File: src/hw/dfe_pkg.sv
// Shared constants and types of the failover and event unit
package dfe_pkg;

  // ****************************************
  // Register offsets
  // ****************************************
  localparam logic [7:0] FO_TRIG_OFS = 8'h00;
  localparam logic [7:0] FO_STAT_OFS = 8'h04;
  localparam logic [7:0] WD_LOAD_OFS = 8'h08;
  localparam logic [7:0] WD_COUNT_OFS = 8'h0C;
  localparam logic [7:0] EVT_STAT_OFS = 8'h10;
  localparam logic [7:0] EVT_EN0_OFS = 8'h14;
  localparam logic [7:0] EVT_EN1_OFS = 8'h18;
  localparam logic [7:0] MSG_DATA_OFS = 8'h1C;
  localparam logic [7:0] MSG_SEND_OFS = 8'h20;

  // ****************************************
  // Field positions
  // ****************************************
  localparam int EV_LINK = 0;
  localparam int EV_AER = 1;
  localparam int EV_RST = 2;
  localparam int EV_FO_INIT = 3;
  localparam int EV_FO_DONE = 4;
  localparam int EV_MSG0 = 5;
  localparam int EV_MSG1 = 6;
  localparam int EV_W = 7;
  localparam int ST_ROOT = 0;
  localparam int ST_BUSY = 1;
  localparam int ST_CAUSE_LSB = 2;
  localparam int ST_SRC_LSB = 4;
  localparam int MSG_TO_PRI = 0;
  localparam int MSG_TO_SEC = 1;

  // ****************************************
  // Reset values
  // ****************************************
  localparam logic [EV_W-1:0] EVT_EN_RST = 7'h00;
  localparam logic [EV_W-1:0] EVT_STAT_RST = 7'h00;
  localparam logic ROOT_RST = 1'b0;
  localparam logic [31:0] MSG_DATA_RST = 32'h0000_0000;
  localparam logic [31:0] WD_COUNT_RST = 32'h0000_0000;

  // ****************************************
  // Timing
  // ****************************************
  localparam int CLK_PERIOD_NS = 10;
  localparam int WD_TICK_NS = 1000;
  localparam int WD_TICK_CYC = (WD_TICK_NS + CLK_PERIOD_NS - 1)
    / CLK_PERIOD_NS;
  localparam int FO_SWITCH_NS = 200;
  localparam int FO_SWITCH_CYC = (FO_SWITCH_NS + CLK_PERIOD_NS - 1)
    / CLK_PERIOD_NS;
  localparam int PIN_SETTLE = 3;

  // ****************************************
  // Types
  // ****************************************
  typedef enum logic [1:0] {
    CAUSE_NONE = 2'b00,
    CAUSE_SW = 2'b01,
    CAUSE_PIN = 2'b10,
    CAUSE_WD = 2'b11
  } dfe_cause_t;

  typedef enum logic [1:0] {
    FO_IDLE = 2'b00,
    FO_SWITCH = 2'b01,
    FO_DONE = 2'b10
  } dfe_fo_state_t;

endpackage : dfe_pkg

File: src/hw/dfe_watchdog.sv
// Reloadable watchdog counter with tick divider
`timescale 1ns/100ps
`default_nettype none
module dfe_watchdog #(
  parameter int TICK_CYC = dfe_pkg::WD_TICK_CYC
) (
  // Clock and reset
  input wire logic sys_clk,
  input wire logic rst,
  // Software load
  input wire logic load,
  input wire logic [31:0] load_val,
  // Status
  output logic [31:0] count,
  output logic running,
  output logic expire
);

  // ****************************************
  // Tick divider and countdown
  // ****************************************
  logic [15:0] tick_cnt;
  logic [15:0] next_tick_cnt;
  logic [31:0] next_count;
  logic next_running;
  logic next_expire;
  logic tick;

  generate
    if (TICK_CYC < 1 || TICK_CYC > 65536)
    begin : g_bad_tick
      $error("watchdog tick count out of range");
    end
  endgenerate

  assign tick = running && (tick_cnt == 16'h0000);

  always_comb
  begin
    next_tick_cnt = tick_cnt;
    next_count = count;
    next_running = running;
    next_expire = 1'b0;
    if (load)
    begin
      next_count = load_val;
      next_running = (load_val != 32'h0000_0000);
      next_tick_cnt = 16'(TICK_CYC - 1);
    end
    else if (running)
    begin
      if (tick)
      begin
        next_tick_cnt = 16'(TICK_CYC - 1);
        next_count = count - 32'h0000_0001;
        if (count == 32'h0000_0001)
        begin
          next_running = 1'b0;
          next_expire = 1'b1;
        end
      end
      else
      begin
        next_tick_cnt = tick_cnt - 16'h0001;
      end
    end
  end

  always_ff @(posedge sys_clk or posedge rst)
  begin
    if (rst)
    begin
      tick_cnt <= 16'h0000;
      count <= dfe_pkg::WD_COUNT_RST;
      running <= 1'b0;
      expire <= 1'b0;
    end
    else
    begin
      tick_cnt <= next_tick_cnt;
      count <= next_count;
      running <= next_running;
      expire <= next_expire;
    end
  end
endmodule : dfe_watchdog
`default_nettype wire

File: src/hw/dfe_failover_event_unit.sv
// Failover controller and global event signalling with APB registers
`timescale 1ns/100ps
`default_nettype none
module dfe_failover_event_unit #(
  parameter int FO_SWITCH_CYC = dfe_pkg::FO_SWITCH_CYC,
  parameter int WD_TICK_CYC = dfe_pkg::WD_TICK_CYC
) (
  // Clock and reset
  input wire logic sys_clk,
  input wire logic rst,
  // APB slave
  input wire logic [7:0] paddr,
  input wire logic psel,
  input wire logic penable,
  input wire logic pwrite,
  input wire logic [31:0] pwdata,
  output logic [31:0] prdata,
  output logic pready,
  output logic pslverr,
  // Requester of the current transfer
  input wire logic [1:0] req_src,
  // External failover pin
  input wire logic failover_pin,
  // Switch event pulses
  input wire logic link_evt,
  input wire logic aer_evt,
  input wire logic part_rst_evt,
  // Root and interrupts
  output logic root_sel,
  output logic fo_busy,
  output logic irq_primary,
  output logic irq_secondary
);

  localparam int W = dfe_pkg::EV_W;

  generate
    if (FO_SWITCH_CYC < 1 || FO_SWITCH_CYC > 256)
    begin : g_bad_switch
      $error("switch cycle count out of range");
    end
  endgenerate

  function automatic logic addr_ok(input logic [7:0] a);
    addr_ok = (a[1:0] == 2'b00) && (a <= dfe_pkg::MSG_SEND_OFS);
  endfunction : addr_ok

  // ****************************************
  // APB handshake
  // ****************************************
  logic next_pready;
  logic next_pslverr;
  logic [31:0] next_prdata;
  logic [31:0] rd_mux;
  logic xfer_done;
  logic wr_en;
  logic [W-1:0] evt_stat;
  logic [W-1:0] evt_en0;
  logic [W-1:0] evt_en1;
  logic [31:0] msg_data;
  logic [31:0] wd_count;
  logic wd_running;
  logic wd_expire;
  logic [1:0] cause;
  logic [1:0] src;

  assign xfer_done = psel && penable && pready;
  assign wr_en = xfer_done && pwrite && !pslverr;

  always_comb
  begin
    rd_mux = 32'h0000_0000;
    case (paddr)
      dfe_pkg::FO_STAT_OFS: rd_mux = {26'h0, src, cause, fo_busy, root_sel};
      dfe_pkg::WD_LOAD_OFS: rd_mux = {31'h0, wd_running};
      dfe_pkg::WD_COUNT_OFS: rd_mux = wd_count;
      dfe_pkg::EVT_STAT_OFS: rd_mux = {25'h0, evt_stat};
      dfe_pkg::EVT_EN0_OFS: rd_mux = {25'h0, evt_en0};
      dfe_pkg::EVT_EN1_OFS: rd_mux = {25'h0, evt_en1};
      dfe_pkg::MSG_DATA_OFS: rd_mux = msg_data;
      default: rd_mux = 32'h0000_0000;
    endcase
  end

  always_comb
  begin
    next_pready = pready;
    next_pslverr = pslverr;
    next_prdata = prdata;
    if (psel && !penable)
    begin
      next_pready = 1'b1;
      next_pslverr = !addr_ok(paddr);
      next_prdata = pwrite ? 32'h0000_0000 : rd_mux;
    end
    else if (xfer_done)
    begin
      next_pready = 1'b0;
      next_pslverr = 1'b0;
    end
  end

  always_ff @(posedge sys_clk or posedge rst)
  begin
    if (rst)
    begin
      pready <= 1'b0;
      pslverr <= 1'b0;
      prdata <= 32'h0000_0000;
    end
    else
    begin
      pready <= next_pready;
      pslverr <= next_pslverr;
      prdata <= next_prdata;
    end
  end

  // ****************************************
  // Failover pin synchroniser
  // ****************************************
  logic pin_s1;
  logic pin_s2;
  logic pin_s3;
  logic [1:0] settle;
  logic [1:0] next_settle;
  logic pin_edge;

  always_comb
  begin
    next_settle = settle;
    if (settle != 2'(dfe_pkg::PIN_SETTLE))
    begin
      next_settle = settle + 2'b01;
    end
  end

  always_ff @(posedge sys_clk or posedge rst)
  begin
    if (rst)
    begin
      pin_s1 <= 1'b0;
      pin_s2 <= 1'b0;
      pin_s3 <= 1'b0;
      settle <= 2'b00;
    end
    else
    begin
      pin_s1 <= failover_pin;
      pin_s2 <= pin_s1;
      pin_s3 <= pin_s2;
      settle <= next_settle;
    end
  end

  assign pin_edge = (settle == 2'(dfe_pkg::PIN_SETTLE))
    && (pin_s2 != pin_s3);

  // ****************************************
  // Watchdog
  // ****************************************
  logic wd_load;

  assign wd_load = wr_en && (paddr == dfe_pkg::WD_LOAD_OFS);

  dfe_watchdog #(
    .TICK_CYC(WD_TICK_CYC)
  ) u_watchdog (
    .sys_clk(sys_clk),
    .rst(rst),
    .load(wd_load),
    .load_val(pwdata),
    .count(wd_count),
    .running(wd_running),
    .expire(wd_expire)
  );

  // ****************************************
  // Failover sequencer
  // ****************************************
  dfe_pkg::dfe_fo_state_t state;
  dfe_pkg::dfe_fo_state_t next_state;
  logic [7:0] sw_cnt;
  logic [7:0] next_sw_cnt;
  logic next_root;
  logic next_busy;
  logic [1:0] next_cause;
  logic [1:0] next_src;
  logic trig_sw;
  logic trig;

  assign trig_sw = wr_en && (paddr == dfe_pkg::FO_TRIG_OFS);
  assign trig = trig_sw || pin_edge || wd_expire;

  always_comb
  begin
    next_state = state;
    next_sw_cnt = sw_cnt;
    next_root = root_sel;
    next_cause = cause;
    next_src = src;
    case (state)
      dfe_pkg::FO_IDLE:
      begin
        if (trig)
        begin
          next_state = dfe_pkg::FO_SWITCH;
          next_sw_cnt = 8'(FO_SWITCH_CYC - 1);
          if (trig_sw)
          begin
            next_cause = dfe_pkg::CAUSE_SW;
            next_src = req_src;
          end
          else if (pin_edge)
          begin
            next_cause = dfe_pkg::CAUSE_PIN;
          end
          else
          begin
            next_cause = dfe_pkg::CAUSE_WD;
          end
        end
      end
      dfe_pkg::FO_SWITCH:
      begin
        if (sw_cnt == 8'h00)
        begin
          next_root = !root_sel;
          next_state = dfe_pkg::FO_DONE;
        end
        else
        begin
          next_sw_cnt = sw_cnt - 8'h01;
        end
      end
      dfe_pkg::FO_DONE: next_state = dfe_pkg::FO_IDLE;
      default: next_state = dfe_pkg::FO_IDLE;
    endcase
    next_busy = (next_state != dfe_pkg::FO_IDLE);
  end

  always_ff @(posedge sys_clk or posedge rst)
  begin
    if (rst)
    begin
      state <= dfe_pkg::FO_IDLE;
      sw_cnt <= 8'h00;
      root_sel <= dfe_pkg::ROOT_RST;
      fo_busy <= 1'b0;
      cause <= dfe_pkg::CAUSE_NONE;
      src <= 2'b00;
    end
    else
    begin
      state <= next_state;
      sw_cnt <= next_sw_cnt;
      root_sel <= next_root;
      fo_busy <= next_busy;
      cause <= next_cause;
      src <= next_src;
    end
  end

  // ****************************************
  // Events, enables and interrupts
  // ****************************************
  logic [W-1:0] ev_set;
  logic [W-1:0] w1c;
  logic [W-1:0] next_stat;
  logic [W-1:0] next_en0;
  logic [W-1:0] next_en1;
  logic [31:0] next_msg;
  logic next_irq0;
  logic next_irq1;
  logic msg_send;

  assign msg_send = wr_en && (paddr == dfe_pkg::MSG_SEND_OFS);

  always_comb
  begin
    ev_set = '0;
    ev_set[dfe_pkg::EV_LINK] = link_evt;
    ev_set[dfe_pkg::EV_AER] = aer_evt;
    ev_set[dfe_pkg::EV_RST] = part_rst_evt;
    ev_set[dfe_pkg::EV_FO_INIT] = trig && (state == dfe_pkg::FO_IDLE);
    ev_set[dfe_pkg::EV_FO_DONE] = (state == dfe_pkg::FO_DONE);
    ev_set[dfe_pkg::EV_MSG0] = msg_send && pwdata[dfe_pkg::MSG_TO_PRI];
    ev_set[dfe_pkg::EV_MSG1] = msg_send && pwdata[dfe_pkg::MSG_TO_SEC];
    w1c = '0;
    if (wr_en && (paddr == dfe_pkg::EVT_STAT_OFS))
    begin
      w1c = pwdata[W-1:0];
    end
    next_stat = (evt_stat & ~w1c) | ev_set;
    next_en0 = evt_en0;
    next_en1 = evt_en1;
    next_msg = msg_data;
    if (wr_en && (paddr == dfe_pkg::EVT_EN0_OFS))
    begin
      next_en0 = pwdata[W-1:0];
    end
    if (wr_en && (paddr == dfe_pkg::EVT_EN1_OFS))
    begin
      next_en1 = pwdata[W-1:0];
    end
    if (wr_en && (paddr == dfe_pkg::MSG_DATA_OFS))
    begin
      next_msg = pwdata;
    end
    next_irq0 = |(next_stat & next_en0);
    next_irq1 = |(next_stat & next_en1);
  end

  always_ff @(posedge sys_clk or posedge rst)
  begin
    if (rst)
    begin
      evt_stat <= dfe_pkg::EVT_STAT_RST;
      evt_en0 <= dfe_pkg::EVT_EN_RST;
      evt_en1 <= dfe_pkg::EVT_EN_RST;
      msg_data <= dfe_pkg::MSG_DATA_RST;
      irq_primary <= 1'b0;
      irq_secondary <= 1'b0;
    end
    else
    begin
      evt_stat <= next_stat;
      evt_en0 <= next_en0;
      evt_en1 <= next_en1;
      msg_data <= next_msg;
      irq_primary <= next_irq0;
      irq_secondary <= next_irq1;
    end
  end
endmodule : dfe_failover_event_unit
`default_nettype wire

File: config.mk
export PLATFORM = sky130hd
export DESIGN_NAME = dfe_failover_event_unit
export DESIGN_NICKNAME = d
export VERILOG_FILES = /design/src/hw/dfe_pkg.sv /design/src/hw/dfe_watchdog.sv /design/src/hw/dfe_failover_event_unit.sv
export SDC_FILE = /design/constraint.sdc
export NUM_CORES = 1
export LEC_CHECK = 0
export BUFFER_PORTS_ARGS = -buffer_cell sky130_fd_sc_hd__buf_2
export CAP_MARGIN = 20
export CORE_UTILIZATION = 55
export DETAILED_ROUTE_END_ITERATION = 12
export PLACE_DENSITY = 0.77
export RECOVER_POWER = 50
export SKIP_CTS_REPAIR_TIMING = 1
export SYNTH_ARGS = -nofsm -noshare
export SYNTH_HDL_FRONTEND = slang
export SYNTH_SLANG_ARGS = --single-unit
File: constraint.sdc
create_clock -name sys_clk -period 13.9 [get_ports sys_clk]
set_input_delay 0.695 -clock sys_clk [delete_from_list [all_inputs] [get_ports sys_clk]]
set_output_delay 0.695 -clock sys_clk [all_outputs]
set_load 0.005 [all_outputs]
==> results.sh, run 1 <==
export IMPL_fin_util_pct=65.6
export IMPL_crit_path_end_kind="async pin"
export IMPL_track_usage_pct=26.8
export IMPL_cp_slowest_cell="clkbuf_1"
export IMPL_grt_pass1_wl_mm=29.7
export IMPL_worstMarginPinSlew_ns=4.14
export IMPL_ant_nets=0
export IMPL_cts_root_buffer="clkbuf_16"
export IMPL_synth_seq_cells=160
export IMPL_pwr_share_seq_pct=47.6
export IMPL_die_area_um2=14300
export IMPL_required_ns=13.68
export IMPL_syn_inst=723
export IMPL_start_util_pct=56.9
export IMPL_ys_seq_area_share_pct=52.7
export IMPL_hold_violations=0
export IMPL_port_buffers=88
export IMPL_cts_buffers=17
export IMPL_crit_chain="buf_2, clkinvlp_2, clkbuf_1"
export IMPL_clk_path_buf_depth=2
export IMPL_relSlewSlack_pct=-177
export IMPL_ir_worst_vdd_mv=0.101
export IMPL_place_area_um2=8160
export IMPL_die_h_um=119
export IMPL_drt_pre_antenna_iters=5
export IMPL_power_frac_clock_pct=43.8
export IMPL_clkSinkCount=160
export IMPL_period_needed_ns=5.87
export IMPL_htree_num_levels=4
export IMPL_hpwl_mm=12.3
export IMPL_final_setup_tns_ns=0
export IMPL_drv_cap=3
export IMPL_netSwitchingFraction_pct=24.5
export IMPL_drc_errors=0
export IMPL_cts_tree="built"
export IMPL_fin_area_um2=8760
export IMPL_cpPeakStageDelay_ns=2.48
export IMPL_synthToLayoutAreaGrowth_pct=15.3
export IMPL_gp_congestion=0.846
export IMPL_crit_fanout=95
export IMPL_synth_edf_count=0
export IMPL_combPwrFrac_pct=8.6
export IMPL_failed_checks="capacitance limit, slew limit"
export IMPL_die_x_um=119
export IMPL_rsz0062_at_grt="no"
export IMPL_drive_gt1_share_pct=20.6
export IMPL_io_pins=89
export IMPL_via_per_inst=6.00
export IMPL_worstSetupPathType="input pin to async pin"
export IMPL_drt_wl_total_mm=18.3
export IMPL_clk_pin_slew_ns=0.06
export IMPL_drt_iter0_markers=505
export IMPL_grt_pass1_vias=5953
export IMPL_period_share_pct=42.3
export IMPL_ys_types=50
export IMPL_final_max_slew_viol_count=199
export IMPL_critPathLaunchType="input pin"
export IMPL_async_flop_share_pct=100
export IMPL_yosysWarnings=0
export IMPL_holdWs_ns=0.357
export IMPL_cp_arrival_ns=5.66
export IMPL_syn_area_per_cell_um2=10.5
export IMPL_hp_class="flip-flop to flip-flop"
export IMPL_rrSetupSlack_ns=10.57
export IMPL_diodes=0
export IMPL_nNetsFinal=862
export IMPL_yosys_most_used_dff="dfrtp_1"
export IMPL_antenna_found_initial=0
export IMPL_wl_per_cell_um=18.4
export IMPL_via_count=5955
export IMPL_clkLatencyLatePin_ns=0.43
export IMPL_finalSetupViolations=0
export IMPL_grt_max_degree=96
export IMPL_core_area_um2=13300
export IMPL_overflow=0
export IMPL_worst_clock_skew_ns=0.00696
export IMPL_internal_power_uw=807
export IMPL_syn_nets=781
export IMPL_p_per_area_nw_per_um2=122
export IMPL_outcome="finished, violations left"
export IMPL_cellLeakagePower_nw=3.86
export IMPL_netlist_area_um2=7590
export IMPL_p_switching_uw=262
export IMPL_maxClockFrequency_ghz=0.170
export IMPL_rows=42
## cell type report
cell class                 count  area [um^2]
fill                        1026         4590
tap                          176          220
sequential                   160         4000
clock buffer                  19          443
multi-input combinational    503         3340
timing repair buffer          94          503
clock inverter                12          143
inverter                      28          106
## state kept, by name (all words and copies together), names as in the netlist, 7 cells and up
signal,cells
msg_data,32
prdata,32
u_watchdog.count,32
u_watchdog.tick_cnt,16
sw_cnt,8
evt_en0,7
evt_en1,7
evt_stat,7
## critical path: cells and delay by family
kind	cells	cell delay, ns
buf+inv	3	4.88
## path summary, 6_finish.rpt
| path | cells after the start | start | end |
|---|---|---|---|
| min in group asynchronous | 2 | rst | sw_cnt[7]$_DFFE_PP0P_ |
| max in group sys_clk | 7 | paddr[1] | msg_data[11]$_DFFE_PP0P_ |
| worst min register to register | 0 | pin_s1$_DFF_PP0_ | pin_s2$_DFF_PP0_ |
| worst min-delay path | 0 | pin_s1$_DFF_PP0_ | pin_s2$_DFF_PP0_ |
| worst max-delay path | 3 | rst | prdata[13]$_DFFE_PP0P_ |
| worst max register to register | 6 | pslverr$_DFFE_PP0P_ | irq_primary$_DFF_PP0_ |
## layout by cell type (no fill, tap or decap), types with 13 or more instances in the layout
cell type and n:
clkbuf_16 18, nand2_1 73, nor2_1 52, dfrtp_1 160
or3_1 13, o21ai_0 65, clkbuf_1 13, nand3_1 16
mux2_2 39, nor3_1 24, a21oi_1 22, xnor2_1 38
inv_1 27, buf_2 78, a22oi_1 29, nor4_1 25
## metal layers
metal,wire length (um),GRT usage [%]
met5,0,0
met4,322,10.6
met3,1180,5.65
met2,8920,44.3
met1,7870,34.5
## through the flow
step                worst slack, ns  total power [mW]  std cells
floorplan                      8.89             0.572        723
global placement               9.75             0.602        959
detailed placement             9.66             0.609        959
CTS                           10.08              1.07        990
global route                   6.76              1.10        992
finish                         8.03              1.07        992
## cells by family (layout without fill, tap and decap cells)
group | Yosys count | in the layout | synth area share, %
and+or+nand+nor | 254 | 254 | 17.3
DFF | 160 | 160 | 52.7
AOI/OAI and AO/OA | 136 | 136 | 10.8
buffers and inverters | 60 | 153 | 3.10
muxes | 57 | 57 | 9.31
xor gates and xnor gates | 49 | 49 | 5.65
adders and majority gates | 7 | 7 | 1.15
## synthesized netlist by cell type, drive strengths merged, types with 2 or more instances
library cell,n,area (um^2)
mux2,39,439
a31oi,3,18.8
mux2i,11,110
or3,13,81.3
inv,28,105
or4bb,2,22.5
a22o,6,52.6
o31a,2,17.5
a22oi,29,218
a21oi,22,110
nand3b,3,22.5
buf,8,40.0
nand3,17,90.1
o21ai,65,325
xnor2,38,333
and3,6,37.5
nor3,24,120
nor2b,3,18.8
nor4,26,184
and2,4,25.0
o22ai,5,31.3
clkbuf,24,90.1
xor2,11,96.3
nand4b,2,17.5
mux4,7,158
ha,7,87.6
dfrtp,160,4000
nand2,74,285
or4,7,56.3
nand2b,3,18.8
nor2,52,195
nor4b,5,43.8
or2,4,25.0
nand4,5,31.3
## power groups by stage
stage	Combinational [mW]	Clock (mW)	Sequential (mW)
floorplan	0.0619	0	0.510
detailed placement	0.0925	0	0.516
finish	0.0923	0.468	0.508
CTS	0.0938	0.473	0.508
global placement	0.0878	0	0.514
global route	0.103	0.489	0.511
(Power assumes the default switching activity.)
==> run 2: changes to the inputs <==
--- a/config.mk
+++ b/config.mk
@@ -5,11 +5,12 @@
 export SDC_FILE = /design/constraint.sdc
 export NUM_CORES = 1
 export LEC_CHECK = 0
+export ABC_AREA = 1
 export BUFFER_PORTS_ARGS = -buffer_cell sky130_fd_sc_hd__buf_2
 export CAP_MARGIN = 20
 export CORE_UTILIZATION = 55
 export DETAILED_ROUTE_END_ITERATION = 12
-export PLACE_DENSITY = 0.77
+export PLACE_DENSITY = 0.76
 export RECOVER_POWER = 50
 export SKIP_CTS_REPAIR_TIMING = 1
 export SYNTH_ARGS = -nofsm -noshare
==> constraint.sdc (replaced) <==
create_clock -name sys_clk -period 5.95 [get_ports sys_clk]
set_input_delay 0.2975 -clock sys_clk [delete_from_list [all_inputs] [get_ports sys_clk]]
set_output_delay 0.2975 -clock sys_clk [all_outputs]
set_load 0.005 [all_outputs]
==> run 2 against run 1 <==
Against the previous run: the run still ends with capacitance limit, slew limit left; non-clock buffer count rose by 1; clock power is 120% higher; cell count increased by 51%; sequential cell count is the same; power is 110% higher; final area is 12% higher; synthesized cell count up 65%; register-to-register slack worse by 7.7 ns; synthesized area increased by 16%.
==> results.sh, run 2 <==
export IMPL_finalSetupViolations=0
export IMPL_io_pins=89
export IMPL_crit_path_end_kind="async pin"
export IMPL_hpwl_mm=15.4
export IMPL_worst_clock_skew_ns=0.00680
export IMPL_clkLatencyLatePin_ns=0.43
export IMPL_die_area_um2=16500
export IMPL_cts_tree="built"
export IMPL_grt_pass1_wl_mm=36.3
export IMPL_cts_buffers=17
export IMPL_worstMarginPinSlew_ns=4.19
export IMPL_yosysWarnings=0
export IMPL_htree_num_levels=4
export IMPL_rows=45
export IMPL_reg_top3="msg_data: 32 flops, prdata: 32 flops, u_watchdog.count: 32 flops"
export IMPL_via_per_inst=5.38
export IMPL_async_flop_share_pct=100
export IMPL_hold_depth=2
export IMPL_netlist_area_um2=8780
export IMPL_syn_nets=1249
export IMPL_outcome="finished, violations left"
export IMPL_cts_root_buffer="clkbuf_16"
export IMPL_ant_nets=0
export IMPL_rsz0062_at_grt="no"
export IMPL_die_x_um=128
export IMPL_ys_types=35
export IMPL_failed_checks="capacitance limit, slew limit"
export IMPL_diodes=0
export IMPL_port_buffers=88
export IMPL_crit_fanout=94
export IMPL_final_setup_tns_ns=0
export IMPL_layout_commonest_cell="nand2_1"
export IMPL_synthToLayoutAreaGrowth_pct=12.1
export IMPL_gp_congestion=0.910
export IMPL_ys_seq_area_share_pct=45.6
export IMPL_antenna_found_initial=0
export IMPL_synth_top_area_share_pct=45.6
export IMPL_relSlewSlack_pct=-181
export IMPL_syn_area_per_cell_um2=7.37
export IMPL_nNetsFinal=1329
export IMPL_syn_inst=1191
export IMPL_hp_class="input pin to flip-flop"
export IMPL_drt_wl_total_mm=21.8
export IMPL_rrSetupSlack_ns=2.89
export IMPL_core_area_um2=15400
export IMPL_cp_arrival_ns=3.79
export IMPL_required_ns=6.40
export IMPL_clk_path_buf_depth=2
export IMPL_final_cell_mix="nand2_1 (412), dfrtp_1 (160), inv_1 (125)"
export IMPL_worstSetupPathType="input pin to async pin"
export IMPL_track_usage_pct=28.2
export IMPL_synth_edf_count=0
export IMPL_synth_seq_cells=160
export IMPL_grt_pass1_vias=7554
export IMPL_maxClockFrequency_ghz=0.300
export IMPL_drive_gt1_share_pct=11.6
export IMPL_die_h_um=128
export IMPL_synth_top_area_cell="dfrtp_1"
export IMPL_drc_errors=0
export IMPL_wl_per_cell_um=14.6
export IMPL_ir_worst_vdd_mv=0.177
export IMPL_period_needed_ns=3.33
export IMPL_drt_iter0_markers=693
export IMPL_p_per_area_nw_per_um2=226
export IMPL_grt_max_degree=95
export IMPL_post_synth_top_count_cell="nand2_1"
export IMPL_synth_common_cells="nand2_1 (407), dfrtp_1 (160), inv_1 (126)"
export IMPL_drt_pre_antenna_iters=6
export IMPL_critPathLaunchType="input pin"
export IMPL_via_count=8047
export IMPL_period_share_pct=56.0
export IMPL_rr_worst_depth=9
export IMPL_yosys_most_used_dff="dfrtp_1"
export IMPL_drv_cap=2
export IMPL_yosys_top_cells_area="dfrtp_1 (46%), nand2_1 (17%), inv_1 (5.4%), nor2_1 (5.3%), nand3_1 (5.2%)"
export IMPL_clkSinkCount=160
export IMPL_clk_pin_slew_ns=0.07
export IMPL_cellLeakagePower_nw=5.18
export IMPL_overflow=0
export IMPL_fin_util_pct=64.1
export IMPL_final_max_slew_viol_count=131
export IMPL_hold_violations=0
export IMPL_start_util_pct=57.1
## run 2: kinds of logic after synthesis
group	synth area share, %
simple gates	34.4
buf+inv	7.98
xor+xnor	2.89
mux	0.513
fa+ha+maj	0.997
compound gates	7.62
flops	45.6
## run 2: power by group
part	switching [mW]	internal, mW
Clock	0.469	0.550
Sequential	0.00446	1.10
Combinational	0.0758	0.0271
Total	0.550	1.67
## run 2: path summary, 6_finish.rpt
path | from | endpoint
setup / recovery | rst | msg_data[30]$_DFFE_PP0P_
setup reg to reg | pslverr$_DFFE_PP0P_ | u_watchdog.count[7]$_DFFE_PP0P_
min in group asynchronous | rst | pready$_DFFE_PP0P_
hold / removal | psel | pready$_DFFE_PP0P_
max in group sys_clk | pslverr$_DFFE_PP0P_ | u_watchdog.count[7]$_DFFE_PP0P_
hold reg to reg | pin_s1$_DFF_PP0_ | pin_s2$_DFF_PP0_
## run 2: cell type report
type,instances,area (um^2)
flip-flops and latches,160,4000
clock inverters,14,110
repair buffers,95,469
clock buffers,18,439
well taps,211,264
multi-input cells,866,4070
fillers,1413,5520
inverters,131,493
## run 2: layer usage
metal	up-vias	track usage [%]	wire, um
li1	3944	-	-
met4	0	10.0	456
met3	37	5.57	1610
met5	-	0	0
met2	329	43.5	9920
met1	3737	39.7	9780
## run 2: critical path, stage by stage
cell	delay (ns)
buf_2	0.10
clkinvlp_2	2.32
buf_4	0.96
## run 2: stage by stage
stage                     setup WS, ns  total power, mW  std cells  hold WS [ns]  area, um^2
after floorplan                   1.33             1.17       1191         0.329        8780
after global routing              2.03             2.29       1495        0.0956        9850
final                             2.62             2.22       1495        0.0907        9850
after CTS                         3.38             2.23       1494       -0.0278        9880
after global placement            3.46             1.22       1462         0.334        9340
after detailed placement          3.37             1.22       1462         0.358        9340
